## src/rtl/uhf_pkg.sv

```systemverilog
package uhf_pkg;

    // Register byte offsets
    localparam logic [7:0] OFF_HOST_CONFIG    = 8'h00;
    localparam logic [7:0] OFF_FRAME_INTERVAL = 8'h04;
    localparam logic [7:0] OFF_FRAME_NUMBER   = 8'h08;
    localparam logic [7:0] OFF_PERIODIC_TX    = 8'h0C;
    localparam logic [7:0] OFF_CH_SUMMARY     = 8'h10;
    localparam logic [7:0] OFF_CH_MASK        = 8'h14;
    localparam logic [7:0] OFF_IRQ_STATUS     = 8'h18;
    localparam logic [7:0] OFF_IRQ_MASK       = 8'h1C;

    // Field positions, interrupt field width and channel count
    localparam int HCFG_FS_LS_ONLY_BIT  = 2;
    localparam int HFIR_RELOAD_CTRL_BIT = 16;
    localparam int IRQ_SOF_BIT          = 0;
    localparam int IRQ_FRAME_WRAP_BIT   = 1;
    localparam int IRQ_CHANNEL_BIT      = 2;
    localparam int IRQ_WIDTH            = 3;
    localparam int NUM_CHANNELS         = 16;

    // Reset values and the frame number wrap limit
    localparam logic [15:0] FRAME_INTERVAL_RST = 16'hEA60;
    localparam logic [15:0] FRAME_NUMBER_RST   = 16'h3FFF;
    localparam logic [15:0] FRAME_NUMBER_MAX   = 16'h3FFF;
    localparam logic [7:0]  QUEUE_SPACE_RST    = 8'h08;
    localparam logic [15:0] FIFO_SPACE_RST     = 16'h0100;

    // PHY clock select codes
    localparam logic [1:0] PHY_SEL_48MHZ = 2'h1;
    localparam logic [1:0] PHY_SEL_6MHZ  = 2'h2;

    // Timing
    localparam int CLK_MHZ         = 100;
    localparam int PHY_FAST_MHZ    = 48;
    localparam int PHY_SLOW_MHZ    = 6;
    localparam int FRAME_PERIOD_US = 1000;

    typedef struct packed {
        logic [7:0]  queue_top;
        logic [7:0]  queue_space;
        logic [15:0] fifo_space;
    } uhf_ptx_status_t;

    typedef struct packed {
        logic       write;
        logic [7:0] addr;
    } uhf_bus_req_t;

    typedef enum logic [1:0] {
        BUS_IDLE      = 2'b00,
        BUS_WRITE     = 2'b01,
        BUS_READ_WAIT = 2'b10,
        BUS_READ_DONE = 2'b11
    } uhf_bus_state_t;

endpackage

```

## src/rtl/uhf_frame_timer.sv

```systemverilog
`timescale 1ns/1ns
// Operation
// - Bit 2 set: enumerate full/low speed only; clear: highest speed device supports.
// - PHY clock select 01 gives 48 MHz, 10 gives 6 MHz in low speed only.
// - Reload bit 1 disables dynamic interval reload, 0 enables; set at initialization.
// - Frame interval counts PHY clocks between full-speed start-of-frames; resets to 0xEA60.
// - Unprogrammed frame interval is one millisecond times selected PHY clock frequency.
// - Remaining time decrements per PHY clock; at zero reloads and sends start-of-frame.
// - Frame number increments per start-of-frame, wraps to zero after 0x3FFF.
// - Read-only queue top shows odd frame, channel, type and final-request mark.
// - Periodic queue space reports free request entries 0 to 8, resets to 8.
// - Periodic FIFO space reports free words 0 to 512, resets to 0x0100.
// - A channel flag sets its summary bit and, if its mask bit is set, raises the host channels interrupt.
// - Summary bits follow only the per-channel interrupt registers' flags.
// - Sixteen mask bits gate each channel's contribution to the application interrupt.
module uhf_frame_timer (
    // Clock and reset
    input  wire logic        I_REF_CLK,
    input  wire logic        I_RST_N,
    // AHB-Lite slave
    input  wire logic        I_HSEL,
    input  wire logic [31:0] I_HADDR,
    input  wire logic [1:0]  I_HTRANS,
    input  wire logic        I_HWRITE,
    input  wire logic [2:0]  I_HSIZE,
    input  wire logic [31:0] I_HWDATA,
    input  wire logic        I_HREADY,
    output logic             O_HREADYOUT,
    output logic             O_HRESP,
    output logic [31:0]      O_HRDATA,
    // Port and channel logic
    input  wire logic        I_PORT_ENABLED,
    input  wire logic        I_PORT_LOW_SPEED,
    input  wire logic [15:0] I_CHANNEL_FLAGS,
    // Periodic queue and FIFO state
    input  wire logic [7:0]  I_QUEUE_TOP,
    input  wire logic [7:0]  I_QUEUE_SPACE,
    input  wire logic [15:0] I_FIFO_SPACE,
    // Host configuration and frame timing outputs
    output logic             O_FS_LS_ONLY,
    output logic [1:0]       O_PHY_CLOCK_SELECT,
    output logic             O_PHY_TICK,
    output logic             O_SOF,
    output logic [15:0]      O_FRAME_NUMBER,
    // Interrupts
    output logic             O_HOST_CHANNELS_IRQ,
    output logic             O_IRQ
);

    logic                   rst_sync1_reg;
    logic                   rst_n;
    uhf_pkg::uhf_bus_state_t bus_state_reg;
    uhf_pkg::uhf_bus_req_t  req_reg;
    logic                   fs_ls_only_support_reg;
    logic [1:0]             phy_clock_select_reg;
    logic                   frame_reload_control_reg;
    logic [15:0]            frame_interval_reg;
    logic                   interval_programmed_reg;
    logic [15:0]            frame_time_remaining_reg;
    logic [15:0]            frame_number_reg;
    logic [7:0]             phy_acc_reg;
    logic                   phy_tick_reg;
    logic                   sof_reg;
    uhf_pkg::uhf_ptx_status_t ptx_status_reg;
    logic [15:0]            channel_interrupt_summary_reg;
    logic [15:0]            channel_interrupt_mask_reg;
    logic [15:0]            channel_rise;
    logic [2:0]             irq_status_reg;
    logic [2:0]             irq_mask_reg;
    logic [2:0]             irq_event;
    logic [31:0]            hrdata_reg;
    logic                   addr_phase;
    logic                   wr_en;
    logic [7:0]             phy_mhz;
    logic [8:0]             phy_acc_next;
    logic [15:0]            interval_eff;
    logic                   frame_wrap;
    logic                   wr_config;
    logic                   wr_interval;
    logic                   wr_ch_mask;
    logic                   wr_irq_status;
    logic                   wr_irq_mask;

    // Reset release through two flops; assertion stays asynchronous
    always_ff @(posedge I_REF_CLK or negedge I_RST_N) begin
        if (!I_RST_N) begin
            rst_sync1_reg <= 1'b0;
            rst_n         <= 1'b0;
        end else begin
            rst_sync1_reg <= 1'b1;
            rst_n         <= rst_sync1_reg;
        end
    end

    // PHY rate in MHz for a select code; reserved codes stop the PHY clock
    function automatic logic [7:0] sel_to_mhz(input logic [1:0] sel, input logic low_speed);
        logic [7:0] mhz;
        mhz = 8'h00;
        if (sel == uhf_pkg::PHY_SEL_48MHZ) begin
            mhz = 8'(uhf_pkg::PHY_FAST_MHZ);
        end else if (sel == uhf_pkg::PHY_SEL_6MHZ && low_speed) begin
            mhz = 8'(uhf_pkg::PHY_SLOW_MHZ);
        end
        return mhz;
    endfunction

    assign phy_mhz = sel_to_mhz(phy_clock_select_reg, I_PORT_LOW_SPEED);

    // AHB-Lite: writes complete with no wait, reads take one wait state so
    // a read right behind a write to the same register sees the new value.
    assign addr_phase  = I_HSEL & I_HTRANS[1] & I_HREADY;
    assign wr_en       = (bus_state_reg == uhf_pkg::BUS_WRITE) && req_reg.write;
    assign O_HREADYOUT = (bus_state_reg != uhf_pkg::BUS_READ_WAIT);
    assign O_HRESP     = 1'b0;
    assign O_HRDATA    = hrdata_reg;

    // One register's write strobe, valid in the data phase of its write
    function automatic logic write_hit(input logic       en,
                                       input logic [7:0] addr,
                                       input logic [7:0] target);
        return en && (addr == target);
    endfunction

    // Hwdata only stands in the data phase, so every write lands there
    assign wr_config     = write_hit(wr_en, req_reg.addr, uhf_pkg::OFF_HOST_CONFIG);
    assign wr_interval   = write_hit(wr_en, req_reg.addr, uhf_pkg::OFF_FRAME_INTERVAL);
    assign wr_ch_mask    = write_hit(wr_en, req_reg.addr, uhf_pkg::OFF_CH_MASK);
    assign wr_irq_status = write_hit(wr_en, req_reg.addr, uhf_pkg::OFF_IRQ_STATUS);
    assign wr_irq_mask   = write_hit(wr_en, req_reg.addr, uhf_pkg::OFF_IRQ_MASK);

    always_ff @(posedge I_REF_CLK or negedge rst_n) begin
        if (!rst_n) begin
            bus_state_reg <= uhf_pkg::BUS_IDLE;
            req_reg       <= '0;
        end else begin
            case (bus_state_reg)
                uhf_pkg::BUS_READ_WAIT: begin
                    bus_state_reg <= uhf_pkg::BUS_READ_DONE;
                end
                uhf_pkg::BUS_IDLE, uhf_pkg::BUS_WRITE, uhf_pkg::BUS_READ_DONE: begin
                    if (addr_phase) begin
                        req_reg.write <= I_HWRITE;
                        req_reg.addr  <= I_HADDR[7:0];
                        bus_state_reg <= I_HWRITE ? uhf_pkg::BUS_WRITE : uhf_pkg::BUS_READ_WAIT;
                    end else begin
                        bus_state_reg <= uhf_pkg::BUS_IDLE;
                    end
                end
                default: begin
                    bus_state_reg <= uhf_pkg::BUS_IDLE;
                end
            endcase
        end
    end

    // Read mux; unmapped addresses read as zero
    always_ff @(posedge I_REF_CLK or negedge rst_n) begin
        if (!rst_n) begin
            hrdata_reg <= 32'h0000_0000;
        end else if (bus_state_reg == uhf_pkg::BUS_READ_WAIT) begin
            case (req_reg.addr)
                uhf_pkg::OFF_HOST_CONFIG:
                    hrdata_reg <= {29'h0, fs_ls_only_support_reg, phy_clock_select_reg};
                uhf_pkg::OFF_FRAME_INTERVAL:
                    hrdata_reg <= {15'h0, frame_reload_control_reg, frame_interval_reg};
                uhf_pkg::OFF_FRAME_NUMBER:
                    hrdata_reg <= {frame_time_remaining_reg, frame_number_reg};
                uhf_pkg::OFF_PERIODIC_TX:
                    hrdata_reg <= ptx_status_reg;
                uhf_pkg::OFF_CH_SUMMARY:
                    hrdata_reg <= {16'h0, channel_interrupt_summary_reg};
                uhf_pkg::OFF_CH_MASK:
                    hrdata_reg <= {16'h0, channel_interrupt_mask_reg};
                uhf_pkg::OFF_IRQ_STATUS:
                    hrdata_reg <= {29'h0, irq_status_reg};
                uhf_pkg::OFF_IRQ_MASK:
                    hrdata_reg <= {29'h0, irq_mask_reg};
                default:
                    hrdata_reg <= 32'h0000_0000;
            endcase
        end
    end

    // Host configuration; meant to be written once after power-on
    always_ff @(posedge I_REF_CLK or negedge rst_n) begin
        if (!rst_n) begin
            fs_ls_only_support_reg <= 1'b0;
            phy_clock_select_reg   <= 2'h0;
        end else if (wr_config) begin
            fs_ls_only_support_reg <= I_HWDATA[uhf_pkg::HCFG_FS_LS_ONLY_BIT];
            phy_clock_select_reg   <= I_HWDATA[1:0];
        end
    end

    assign O_FS_LS_ONLY       = fs_ls_only_support_reg;
    assign O_PHY_CLOCK_SELECT = phy_clock_select_reg;

    // Frame interval; a write marks it programmed so the 1 ms default is dropped
    always_ff @(posedge I_REF_CLK or negedge rst_n) begin
        if (!rst_n) begin
            frame_reload_control_reg <= 1'b0;
            frame_interval_reg       <= uhf_pkg::FRAME_INTERVAL_RST;
            interval_programmed_reg  <= 1'b0;
        end else if (wr_interval) begin
            frame_reload_control_reg <= I_HWDATA[uhf_pkg::HFIR_RELOAD_CTRL_BIT];
            frame_interval_reg       <= I_HWDATA[15:0];
            interval_programmed_reg  <= 1'b1;
        end
    end

    // Unprogrammed interval: PHY clocks in one frame period
    assign interval_eff = interval_programmed_reg ? frame_interval_reg
                        : 16'(phy_mhz * 16'(uhf_pkg::FRAME_PERIOD_US));

    // Fractional divider: average PHY rate without a second clock domain,
    // at the cost of one reference cycle of jitter per tick
    assign phy_acc_next = {1'b0, phy_acc_reg} + {1'b0, phy_mhz};

    always_ff @(posedge I_REF_CLK or negedge rst_n) begin
        if (!rst_n) begin
            phy_acc_reg  <= 8'h00;
            phy_tick_reg <= 1'b0;
        end else if (phy_acc_next >= 9'(uhf_pkg::CLK_MHZ)) begin
            phy_acc_reg  <= 8'(phy_acc_next - 9'(uhf_pkg::CLK_MHZ));
            phy_tick_reg <= 1'b1;
        end else begin
            phy_acc_reg  <= phy_acc_next[7:0];
            phy_tick_reg <= 1'b0;
        end
    end

    assign O_PHY_TICK = phy_tick_reg;

    // Frame time remaining and start-of-frame
    always_ff @(posedge I_REF_CLK or negedge rst_n) begin
        if (!rst_n) begin
            frame_time_remaining_reg <= 16'h0000;
            sof_reg                  <= 1'b0;
        end else if (!I_PORT_ENABLED) begin
            frame_time_remaining_reg <= 16'h0000;
            sof_reg                  <= 1'b0;
        end else if (wr_interval && !frame_reload_control_reg) begin
            frame_time_remaining_reg <= I_HWDATA[15:0];
            sof_reg                  <= 1'b0;
        end else if (phy_tick_reg) begin
            if (frame_time_remaining_reg == 16'h0000) begin
                frame_time_remaining_reg <= interval_eff;
                sof_reg                  <= 1'b1;
            end else begin
                frame_time_remaining_reg <= frame_time_remaining_reg - 16'h0001;
                sof_reg                  <= 1'b0;
            end
        end else begin
            sof_reg <= 1'b0;
        end
    end

    assign O_SOF = sof_reg;

    // Frame number
    assign frame_wrap = sof_reg && (frame_number_reg == uhf_pkg::FRAME_NUMBER_MAX);

    always_ff @(posedge I_REF_CLK or negedge rst_n) begin
        if (!rst_n) begin
            frame_number_reg <= uhf_pkg::FRAME_NUMBER_RST;
        end else if (frame_wrap) begin
            frame_number_reg <= 16'h0000;
        end else if (sof_reg) begin
            frame_number_reg <= frame_number_reg + 16'h0001;
        end
    end

    assign O_FRAME_NUMBER = frame_number_reg;

    // Periodic queue and FIFO status sampled from the queue logic
    always_ff @(posedge I_REF_CLK or negedge rst_n) begin
        if (!rst_n) begin
            ptx_status_reg.queue_top   <= 8'h00;
            ptx_status_reg.queue_space <= uhf_pkg::QUEUE_SPACE_RST;
            ptx_status_reg.fifo_space  <= uhf_pkg::FIFO_SPACE_RST;
        end else begin
            ptx_status_reg.queue_top   <= I_QUEUE_TOP;
            ptx_status_reg.queue_space <= I_QUEUE_SPACE;
            ptx_status_reg.fifo_space  <= I_FIFO_SPACE;
        end
    end

    // Summary mirrors channel flags; software clears it only at the channel
    genvar ch;
    generate
        for (ch = 0; ch < uhf_pkg::NUM_CHANNELS; ch++) begin : g_channel
            always_ff @(posedge I_REF_CLK or negedge rst_n) begin
                if (!rst_n) begin
                    channel_interrupt_summary_reg[ch] <= 1'b0;
                end else begin
                    channel_interrupt_summary_reg[ch] <= I_CHANNEL_FLAGS[ch];
                end
            end
            assign channel_rise[ch] = I_CHANNEL_FLAGS[ch] & ~channel_interrupt_summary_reg[ch];
        end
    endgenerate

    always_ff @(posedge I_REF_CLK or negedge rst_n) begin
        if (!rst_n) begin
            channel_interrupt_mask_reg <= 16'h0000;
        end else if (wr_ch_mask) begin
            channel_interrupt_mask_reg <= I_HWDATA[15:0];
        end
    end

    assign O_HOST_CHANNELS_IRQ = |(channel_interrupt_summary_reg & channel_interrupt_mask_reg);

    // Block events: sticky, write one to clear, a same-cycle event wins
    assign irq_event[uhf_pkg::IRQ_SOF_BIT]        = sof_reg;
    assign irq_event[uhf_pkg::IRQ_FRAME_WRAP_BIT] = frame_wrap;
    assign irq_event[uhf_pkg::IRQ_CHANNEL_BIT]    = |(channel_rise & channel_interrupt_mask_reg);

    always_ff @(posedge I_REF_CLK or negedge rst_n) begin
        if (!rst_n) begin
            irq_status_reg <= 3'h0;
        end else if (wr_irq_status) begin
            irq_status_reg <= (irq_status_reg & ~I_HWDATA[2:0]) | irq_event;
        end else begin
            irq_status_reg <= irq_status_reg | irq_event;
        end
    end

    always_ff @(posedge I_REF_CLK or negedge rst_n) begin
        if (!rst_n) begin
            irq_mask_reg <= 3'h0;
        end else if (wr_irq_mask) begin
            irq_mask_reg <= I_HWDATA[2:0];
        end
    end

    assign O_IRQ = |(irq_status_reg & irq_mask_reg);

endmodule

```

## config.mk

```make
export PLATFORM = sky130hd
export DESIGN_NAME = uhf_frame_timer
export DESIGN_NICKNAME = d
export VERILOG_FILES = /design/src/rtl/uhf_pkg.sv /design/src/rtl/uhf_frame_timer.sv
export SDC_FILE = /design/constraint.sdc
export NUM_CORES = 1
export LEC_CHECK = 0
export BUFFER_PORTS_ARGS = -buffer_cell sky130_fd_sc_hd__buf_2
export CAP_MARGIN = 0
export CORE_ASPECT_RATIO = 0.9
export CORE_MARGIN = 2
export CORE_UTILIZATION = 40
export CTS_CLUSTER_DIAMETER = 200
export CTS_CLUSTER_SIZE = 24
export DETAILED_ROUTE_END_ITERATION = 8
export SLEW_MARGIN = 20
export SYNTH_ARGS = -nofsm -noshare
export SYNTH_HDL_FRONTEND = slang
export SYNTH_SLANG_ARGS = --single-unit
```

## constraint.sdc

```tcl
create_clock -name I_REF_CLK -period 14.05 [get_ports I_REF_CLK]
set_input_delay 3.5125 -clock I_REF_CLK [delete_from_list [all_inputs] [get_ports I_REF_CLK]]
set_output_delay 3.5125 -clock I_REF_CLK [all_outputs]
set_load 0.02 [all_outputs]
```

==> flow_metrics.py, run 1 <==
metrics = {
    "setup_path": {
        "cpPeakStageDelay_ns": 0.46,
        "arrival_ns": 6.03,
        "start_kind": "primary input",
        "crit_fanout": 5,
        "required_ns": 14.41,
        "critical-path-top-delay-family": "simple AND/OR/NAND/NOR gates",
        "end_kind": "flop",
        "crit_chain": "buf_2 -> and3b_1 -> ha_1 -> inv_1 -> fa_1 -> nand3b_1 -> or3b_2 -> a2bb2oi_1 -> o21ai_1 -> nand2_1 -> xor2_1",
        "path_class": "primary input to flop",
        "cp_num_buf_inv": 2,
        "crit_path_top_delay_cell": "or3b_2",
    },
    "timing": {
        "fin_crit_ns": 5.67,
        "setup-violations-final": 0,
        "max_slew_margin_pct": 37.5,
        "slew_viol_final": 0,
        "worst_pin_slew_ns": 0.937,
        "hold_viol": 0,
        "skew_ns": 0.0135,
        "fin_setup_tns_ns": 0,
        "rsz0062_at_grt": "false",
        "fin_crit_sh_pct": 40.3,
        "fmaxAchievable_ghz": 0.176,
    },
    "synthesis": {
        "synthMuxAreaShare_pct": 7.29,
        "synth_xor_area_share_pct": 2.27,
        "yosysUniqueCellTypes": 71,
        "yosys.area.top_type": "dfrtp_1",
        "yosysWarningCount": 0,
        "synth.area.top_cells": "dfrtp_1 (47%), dfstp_2 (7.4%), mux2_2 (6.8%)",
        "synth_seq_cells": 177,
        "synth_edf_count": 0,
        "netlist.area_leader.share_pct": 47.5,
        "synth_adder_area_share_pct": 1.48,
        "synth_nets": 855,
        "synth_compound_gate_area_share_pct": 17.2,
        "synth_top_flop_cell": "dfrtp_1",
        "synth_cells": 722,
        "synth_top_family_by_area": "compound AO/OA/AOI/OAI gates",
        "synth-seq-area-share_pct": 54.9,
        "async_reset_ff_share_pct": 100,
        "synth_area_mm2": 0.00811,
        "synth.avg_cell_area_um2": 11.2,
        "synth-simple-area-share_pct": 14.0,
    },
    "cts": {
        "root_buffer": "clkbuf_16",
        "clk_path_buf_depth": 2,
        "postCtsHoldBufs": 0,
        "htreeDepth": 4,
        "ctsResizeCount": 0,
        "path_clk_slew_ns": 0.07,
        "cts_buffers": 17,
        "post_cts_buffers": 0,
        "clk_latency_ns": 0.44,
        "cts_tree": "built",
        "cts_sinks": 177,
    },
    "pwr": {
        "cellLeakagePower_nw": 4.32,
        "irDropWorstVdd_uv": 84.3,
        "power.density_mw_per_mm2": 167,
    },
    "global_route": {
        "grt.overflow.total": 0,
        "grt_pass1_vias": 6210,
        "grt_start_max_net_pins": 84,
        "grtUsageTotal_pct": 21.6,
        "grt_antenna_before_repair": 0,
        "grt_pass1_wl_um": 35800,
    },
    "final_layout": {
        "fill_cells": 1886,
        "area_growth_pct": 18.3,
        "antenna_cells": 0,
        "drive_gt1_share_pct": 30.5,
        "fin_util_pct": 48.2,
        "final_nets": 982,
        "multiInputGateArea_mm2": 0.00344,
        "seqCellArea_mm2": 0.00446,
    },
    "placed_design": {
        "portBuffers": 136,
        "place_congestion": 0.932,
        "hpwl_um": 16300,
    },
    "floorplan": {
        "start_util_pct": 40.7,
        "core-area_mm2": 0.0199,
        "dieArea_mm2": 0.0214,
        "die_h_um": 139,
        "fp-row-count": 49,
        "ios": 181,
        "fp.dieW_um": 154,
    },
    "hold_path": {
        "hp-class": "flop to async pin",
    },
    "route": {
        "drt_wl_total_um": 22700,
        "route.detailed.wl_per_inst_um": 20.3,
        "firstDrtPassIters": 7,
        "route.detailed.drc": 0,
        "avgViaCountPerCell": 5.71,
        "first_iter_violations": 528,
        "vias": 6383,
        "ant_nets": 0,
    },
    "job": {
        "drv_cap": 0,
    },
    "run_status": {
        "status": "finished clean",
    },
}
-- worst register-to-register path: cells and delay by family, from the launching register on --
kind	cells	cell delay, ns
AND/OR/NAND/NOR	4	2.68
flip-flops	1	0.52
AO/OA/AOI/OAI	2	0.24
-- final cells by class --
cell class,instances,share of cell area (%)
repair buffers,144,7.75
multi-input cells,494,35.8
inverters,15,0.586
clock buffers,21,4.69
clock inverters,11,1.38
flip-flops and latches,177,46.5
well taps,255,3.32
-- placed cells by master (no fill, tap or decap), drive strengths merged, types with 18 or more instances in the layout --
cell type | synthesis | layout
buf | 15 | 144
a21o | 18 | 18
nand3 | 20 | 20
o21ai | 47 | 47
nand3b | 20 | 20
a21oi | 48 | 48
a22oi | 30 | 30
dfrtp | 154 | 154
clkbuf | 21 | 21
nand2 | 56 | 56
nor2 | 30 | 30
dfstp | 23 | 23
mux2 | 49 | 49
-- synthesized netlist by cell type, types with 3 or more instances --
cell type  number
a31oi_1         3
nor2_1         29
a222oi_1       16
or3_1           3
a22o_1          8
nor4_1          4
nand3b_1       20
nor3b_1         4
o21ai_1         4
a21o_1         18
o211ai_1        6
inv_1          14
a221oi_1        6
xor2_1         13
mux2i_1         4
mux2_2         49
clkbuf_1       21
ha_1            8
nand4_1        15
buf_2          13
dfrtp_1       154
nand3_1        20
nor3_1         10
nand2b_1        3
a22oi_1        30
and3_1          7
dfstp_2        23
a211o_1         4
a21oi_1        47
o21ai_0        43
xnor2_1         8
and2_1          9
a21boi_0        3
nand2_1        55
-- per-layer routing --
| metal | global-route usage, % | share of wire, % | vias up |
|---|---|---|---|
| li1 | - | - | 2945 |
| met1 | 32.9 | 48 | 3180 |
| met2 | 31.2 | 45 | 238 |
| met3 | 5.00 | 5.9 | 20 |
| met4 | 5.16 | 1.1 | 0 |
| met5 | 0 | 0 | - |
-- worst paths after layout --
path                            slack, ns              from                      endpoint  depth (start not counted)
worst max-delay path                 8.38  I_PORT_LOW_SPEED                phy_acc_reg[4]                         11
worst min-delay path                 0.23             rst_n                phy_acc_reg[7]                          0
worst max register to register      10.48        req_reg[3]  frame_time_remaining_reg[10]                          6
worst min register to register       0.23             rst_n                phy_acc_reg[7]                          0
max in group asynchronous           11.09           I_RST_N                         rst_n                          1
min in group I_REF_CLK               0.35     rst_sync1_reg                         rst_n                          0
-- per-stage QoR --
step	std cells	worst slack, ns	hold slack (ns)	instance area [um^2]	total power (W)
after floorplan	722	8.31	0.331	8110	0.00101
after global placement	1085	7.95	0.225	9010	0.00113
after detailed placement	1085	7.92	0.226	9010	0.00113
after CTS	1117	8.06	0.234	9600	0.00161
after global routing	1117	8.21	0.251	9600	0.00170
final	1117	8.38	0.227	9600	0.00161
-- power by group --
group	switching, W	total (W)	internal (W)
clock network	0.000204	0.000473	0.000268
registers	0.0000833	0.000654	0.000571
logic	0.000285	0.000479	0.000194
-- logic make-up (layout without fill, tap and decap cells) --
family,count (synthesis),in the layout
flip-flops,177,177
XOR/XNOR,21,21
AND/OR/NAND/NOR,202,202
buffers and inverters,51,191
AO/OA/AOI/OAI,207,207
multiplexers,53,53
other,2,2
adder cells (fa/ha/maj),9,9
No activity file was read; power rests on OpenSTA's default activity.
==> run 2, diff against run 1 <==
- clock period: 14.05 -> 5.79 ns (I/O delays scaled with it)
==> run 2 against run 1 <==
Sequential power grew 140%. Sequential share of layout area is essentially flat. Design area hardly changed. Cell count did not move. Critical path depth unchanged. Clock skew down 0.0041 ns. Hold slack better by 0.13 ns. Combinational power up 140%. Non-clock buffer count stayed put. Largest cell class unchanged.
==> flow_metrics.py, run 2 (synthesized netlist as in run 1, its figures left out) <==
metrics = {
    "run_status": {
        "status": "finished clean",
    },
    "cts": {
        "path_clk_slew_ns": 0.06,
        "post_cts_buffers": 0,
        "htreeDepth": 4,
        "ctsResizeCount": 0,
        "postCtsHoldBufs": 0,
        "root_buffer": "clkbuf_16",
        "cts_buffers": 17,
        "clk_latency_ns": 0.43,
        "cts_sinks": 177,
        "cts_tree": "built",
        "clk_path_buf_depth": 2,
    },
    "setup_path": {
        "required_ns": 6.14,
        "critical-path-top-delay-family": "simple AND/OR/NAND/NOR gates",
        "crit_path_top_delay_cell": "or3b_2",
        "crit_fanout": 5,
        "worstReg2RegEnd": "frame_time_remaining_reg[10]",
        "r2r-start": "req_reg[3]",
        "start_kind": "primary input",
        "end_kind": "flop",
        "arrival_ns": 3.99,
        "reg2reg_setup_slack_ns": 2.21,
        "cp_num_buf_inv": 2,
        "cpPeakStageDelay_ns": 0.45,
        "crit_chain": "buf_2 -> and3b_1 -> ha_1 -> inv_1 -> fa_1 -> nand3b_1 -> or3b_2 -> a2bb2oi_1 -> o21ai_1 -> nand2_1 -> xor2_1",
        "rr_worst_depth": 6,
        "path_class": "primary input to flop",
    },
    "route": {
        "drt_wl_total_um": 22600,
        "route.detailed.wl_per_inst_um": 20.3,
        "route.detailed.drc": 0,
        "ant_nets": 0,
        "first_iter_violations": 566,
        "firstDrtPassIters": 5,
        "vias": 6361,
        "avgViaCountPerCell": 5.69,
    },
    "pwr": {
        "power.density_mw_per_mm2": 407,
        "irDropWorstVdd_uv": 186,
        "p_total_w": 0.00390,
        "cellLeakagePower_nw": 4.31,
    },
    "final_layout": {
        "area_growth_pct": 18.2,
        "fin_util_pct": 48.2,
        "antenna_cells": 0,
        "fill_cells": 1870,
        "layout_common_cells": "dfrtp_1 (153), buf_2 (136), nand2_1 (55)",
        "drive_gt1_share_pct": 30.5,
        "layout_commonest_cell": "dfrtp_1",
        "final_nets": 982,
    },
    "hold_path": {
        "min_from": "rst_sync1_reg",
        "hold_path_end": "rst_n",
        "hp-class": "flop to flop",
        "hold_depth": 0,
    },
    "global_route": {
        "grt_pass1_vias": 6207,
        "grt_start_max_net_pins": 67,
        "grt_antenna_before_repair": 0,
        "grt.overflow.total": 0,
        "grt_pass1_wl_um": 35800,
        "grtUsageTotal_pct": 21.7,
    },
    "timing": {
        "setup-violations-final": 0,
        "fmaxAchievable_ghz": 0.275,
        "skew_ns": 0.00944,
        "max_slew_margin_pct": 39.7,
        "hold_viol": 0,
        "fin_crit_ns": 3.64,
        "worst_pin_slew_ns": 0.893,
        "fin_crit_sh_pct": 62.9,
        "slew_viol_final": 0,
        "rsz0062_at_grt": "false",
        "fin_setup_tns_ns": 0,
    },
    "placed_design": {
        "place_congestion": 0.908,
        "hpwl_um": 16300,
        "portBuffers": 136,
    },
    "job": {
        "drv_cap": 0,
    },
    "floorplan": {
        "core-area_mm2": 0.0199,
        "die_h_um": 139,
        "start_util_pct": 40.7,
        "dieArea_mm2": 0.0214,
        "fp.dieW_um": 154,
        "fp-row-count": 49,
        "ios": 181,
    },
}
## run 2: changes by cell type in the layout (fill, tap and decap cells not counted)
cell | previous run | this run
buf_4 | 7 | 8
buf_6 | 1 | 0
clkbuf_1 | 3 | 2
clkinv_1 | 0 | 1
clkinv_2 | 1 | 3
clkinv_4 | 5 | 2
clkinvlp_4 | 2 | 3
inv_2 | 1 | 0
inv_6 | 1 | 2
## run 2: through the flow
| stage | worst slack, ns | instance area [um^2] | hold WS [ns] | instances |
|---|---|---|---|---|
| finish | 2.15 | 9590 | 0.354 | 1117 |
| detailed placement | 1.70 | 9010 | 0.336 | 1085 |
| global route | 1.81 | 9590 | 0.378 | 1117 |
| floorplan | 0.533 | 8110 | 0.331 | 722 |
| global placement | 1.74 | 9010 | 0.337 | 1085 |
| CTS | 2.15 | 9590 | 0.362 | 1117 |
## run 2: cell type report
class	count	area (um^2)	share of cell area [%]
clock buffers	20	447	4.66
clock inverters	12	133	1.38
inverters	15	56.3	0.587
multi-input cells	494	3440	35.8
flip-flops and latches	177	4460	46.5
well taps	255	319	3.33
repair buffers	144	741	7.72
## run 2: metal layers
| metal | share of wire, % | wire [um] | vias up | GRT usage [%] |
|---|---|---|---|---|
| met5 | 0 | 0 | - | 0 |
| met1 | 49 | 11100 | 3183 | 33.4 |
| li1 | - | - | 2937 | - |
| met4 | 1.4 | 311 | 0 | 5.95 |
| met3 | 5.7 | 1290 | 25 | 3.84 |
| met2 | 44 | 9910 | 216 | 31.4 |
## run 2: power by group
group          switching (W)  leakage [nW]  total [W]  internal (W)
sequential          0.000219          2.15    0.00160       0.00139
clock               0.000502         0.277    0.00115      0.000649
combinational       0.000677          1.89    0.00115      0.000469
total                0.00140          4.31    0.00390       0.00250
## run 2: worst max-delay path by stage
stage,from,to,slack [ns],cells past startpoint
6_report,I_PORT_LOW_SPEED,phy_acc_reg[4],2.15,11
5_1_grt,I_PORT_LOW_SPEED,phy_acc_reg[4],1.81,11
3_5_place_dp,I_PORT_LOW_SPEED,phy_acc_reg[4],1.70,11
2_1_floorplan,rst_n,O_FRAME_NUMBER[14],0.53,0
3_3_place_gp,I_PORT_LOW_SPEED,phy_acc_reg[4],1.74,11
4_1_cts,I_PORT_LOW_SPEED,phy_acc_reg[4],2.15,11
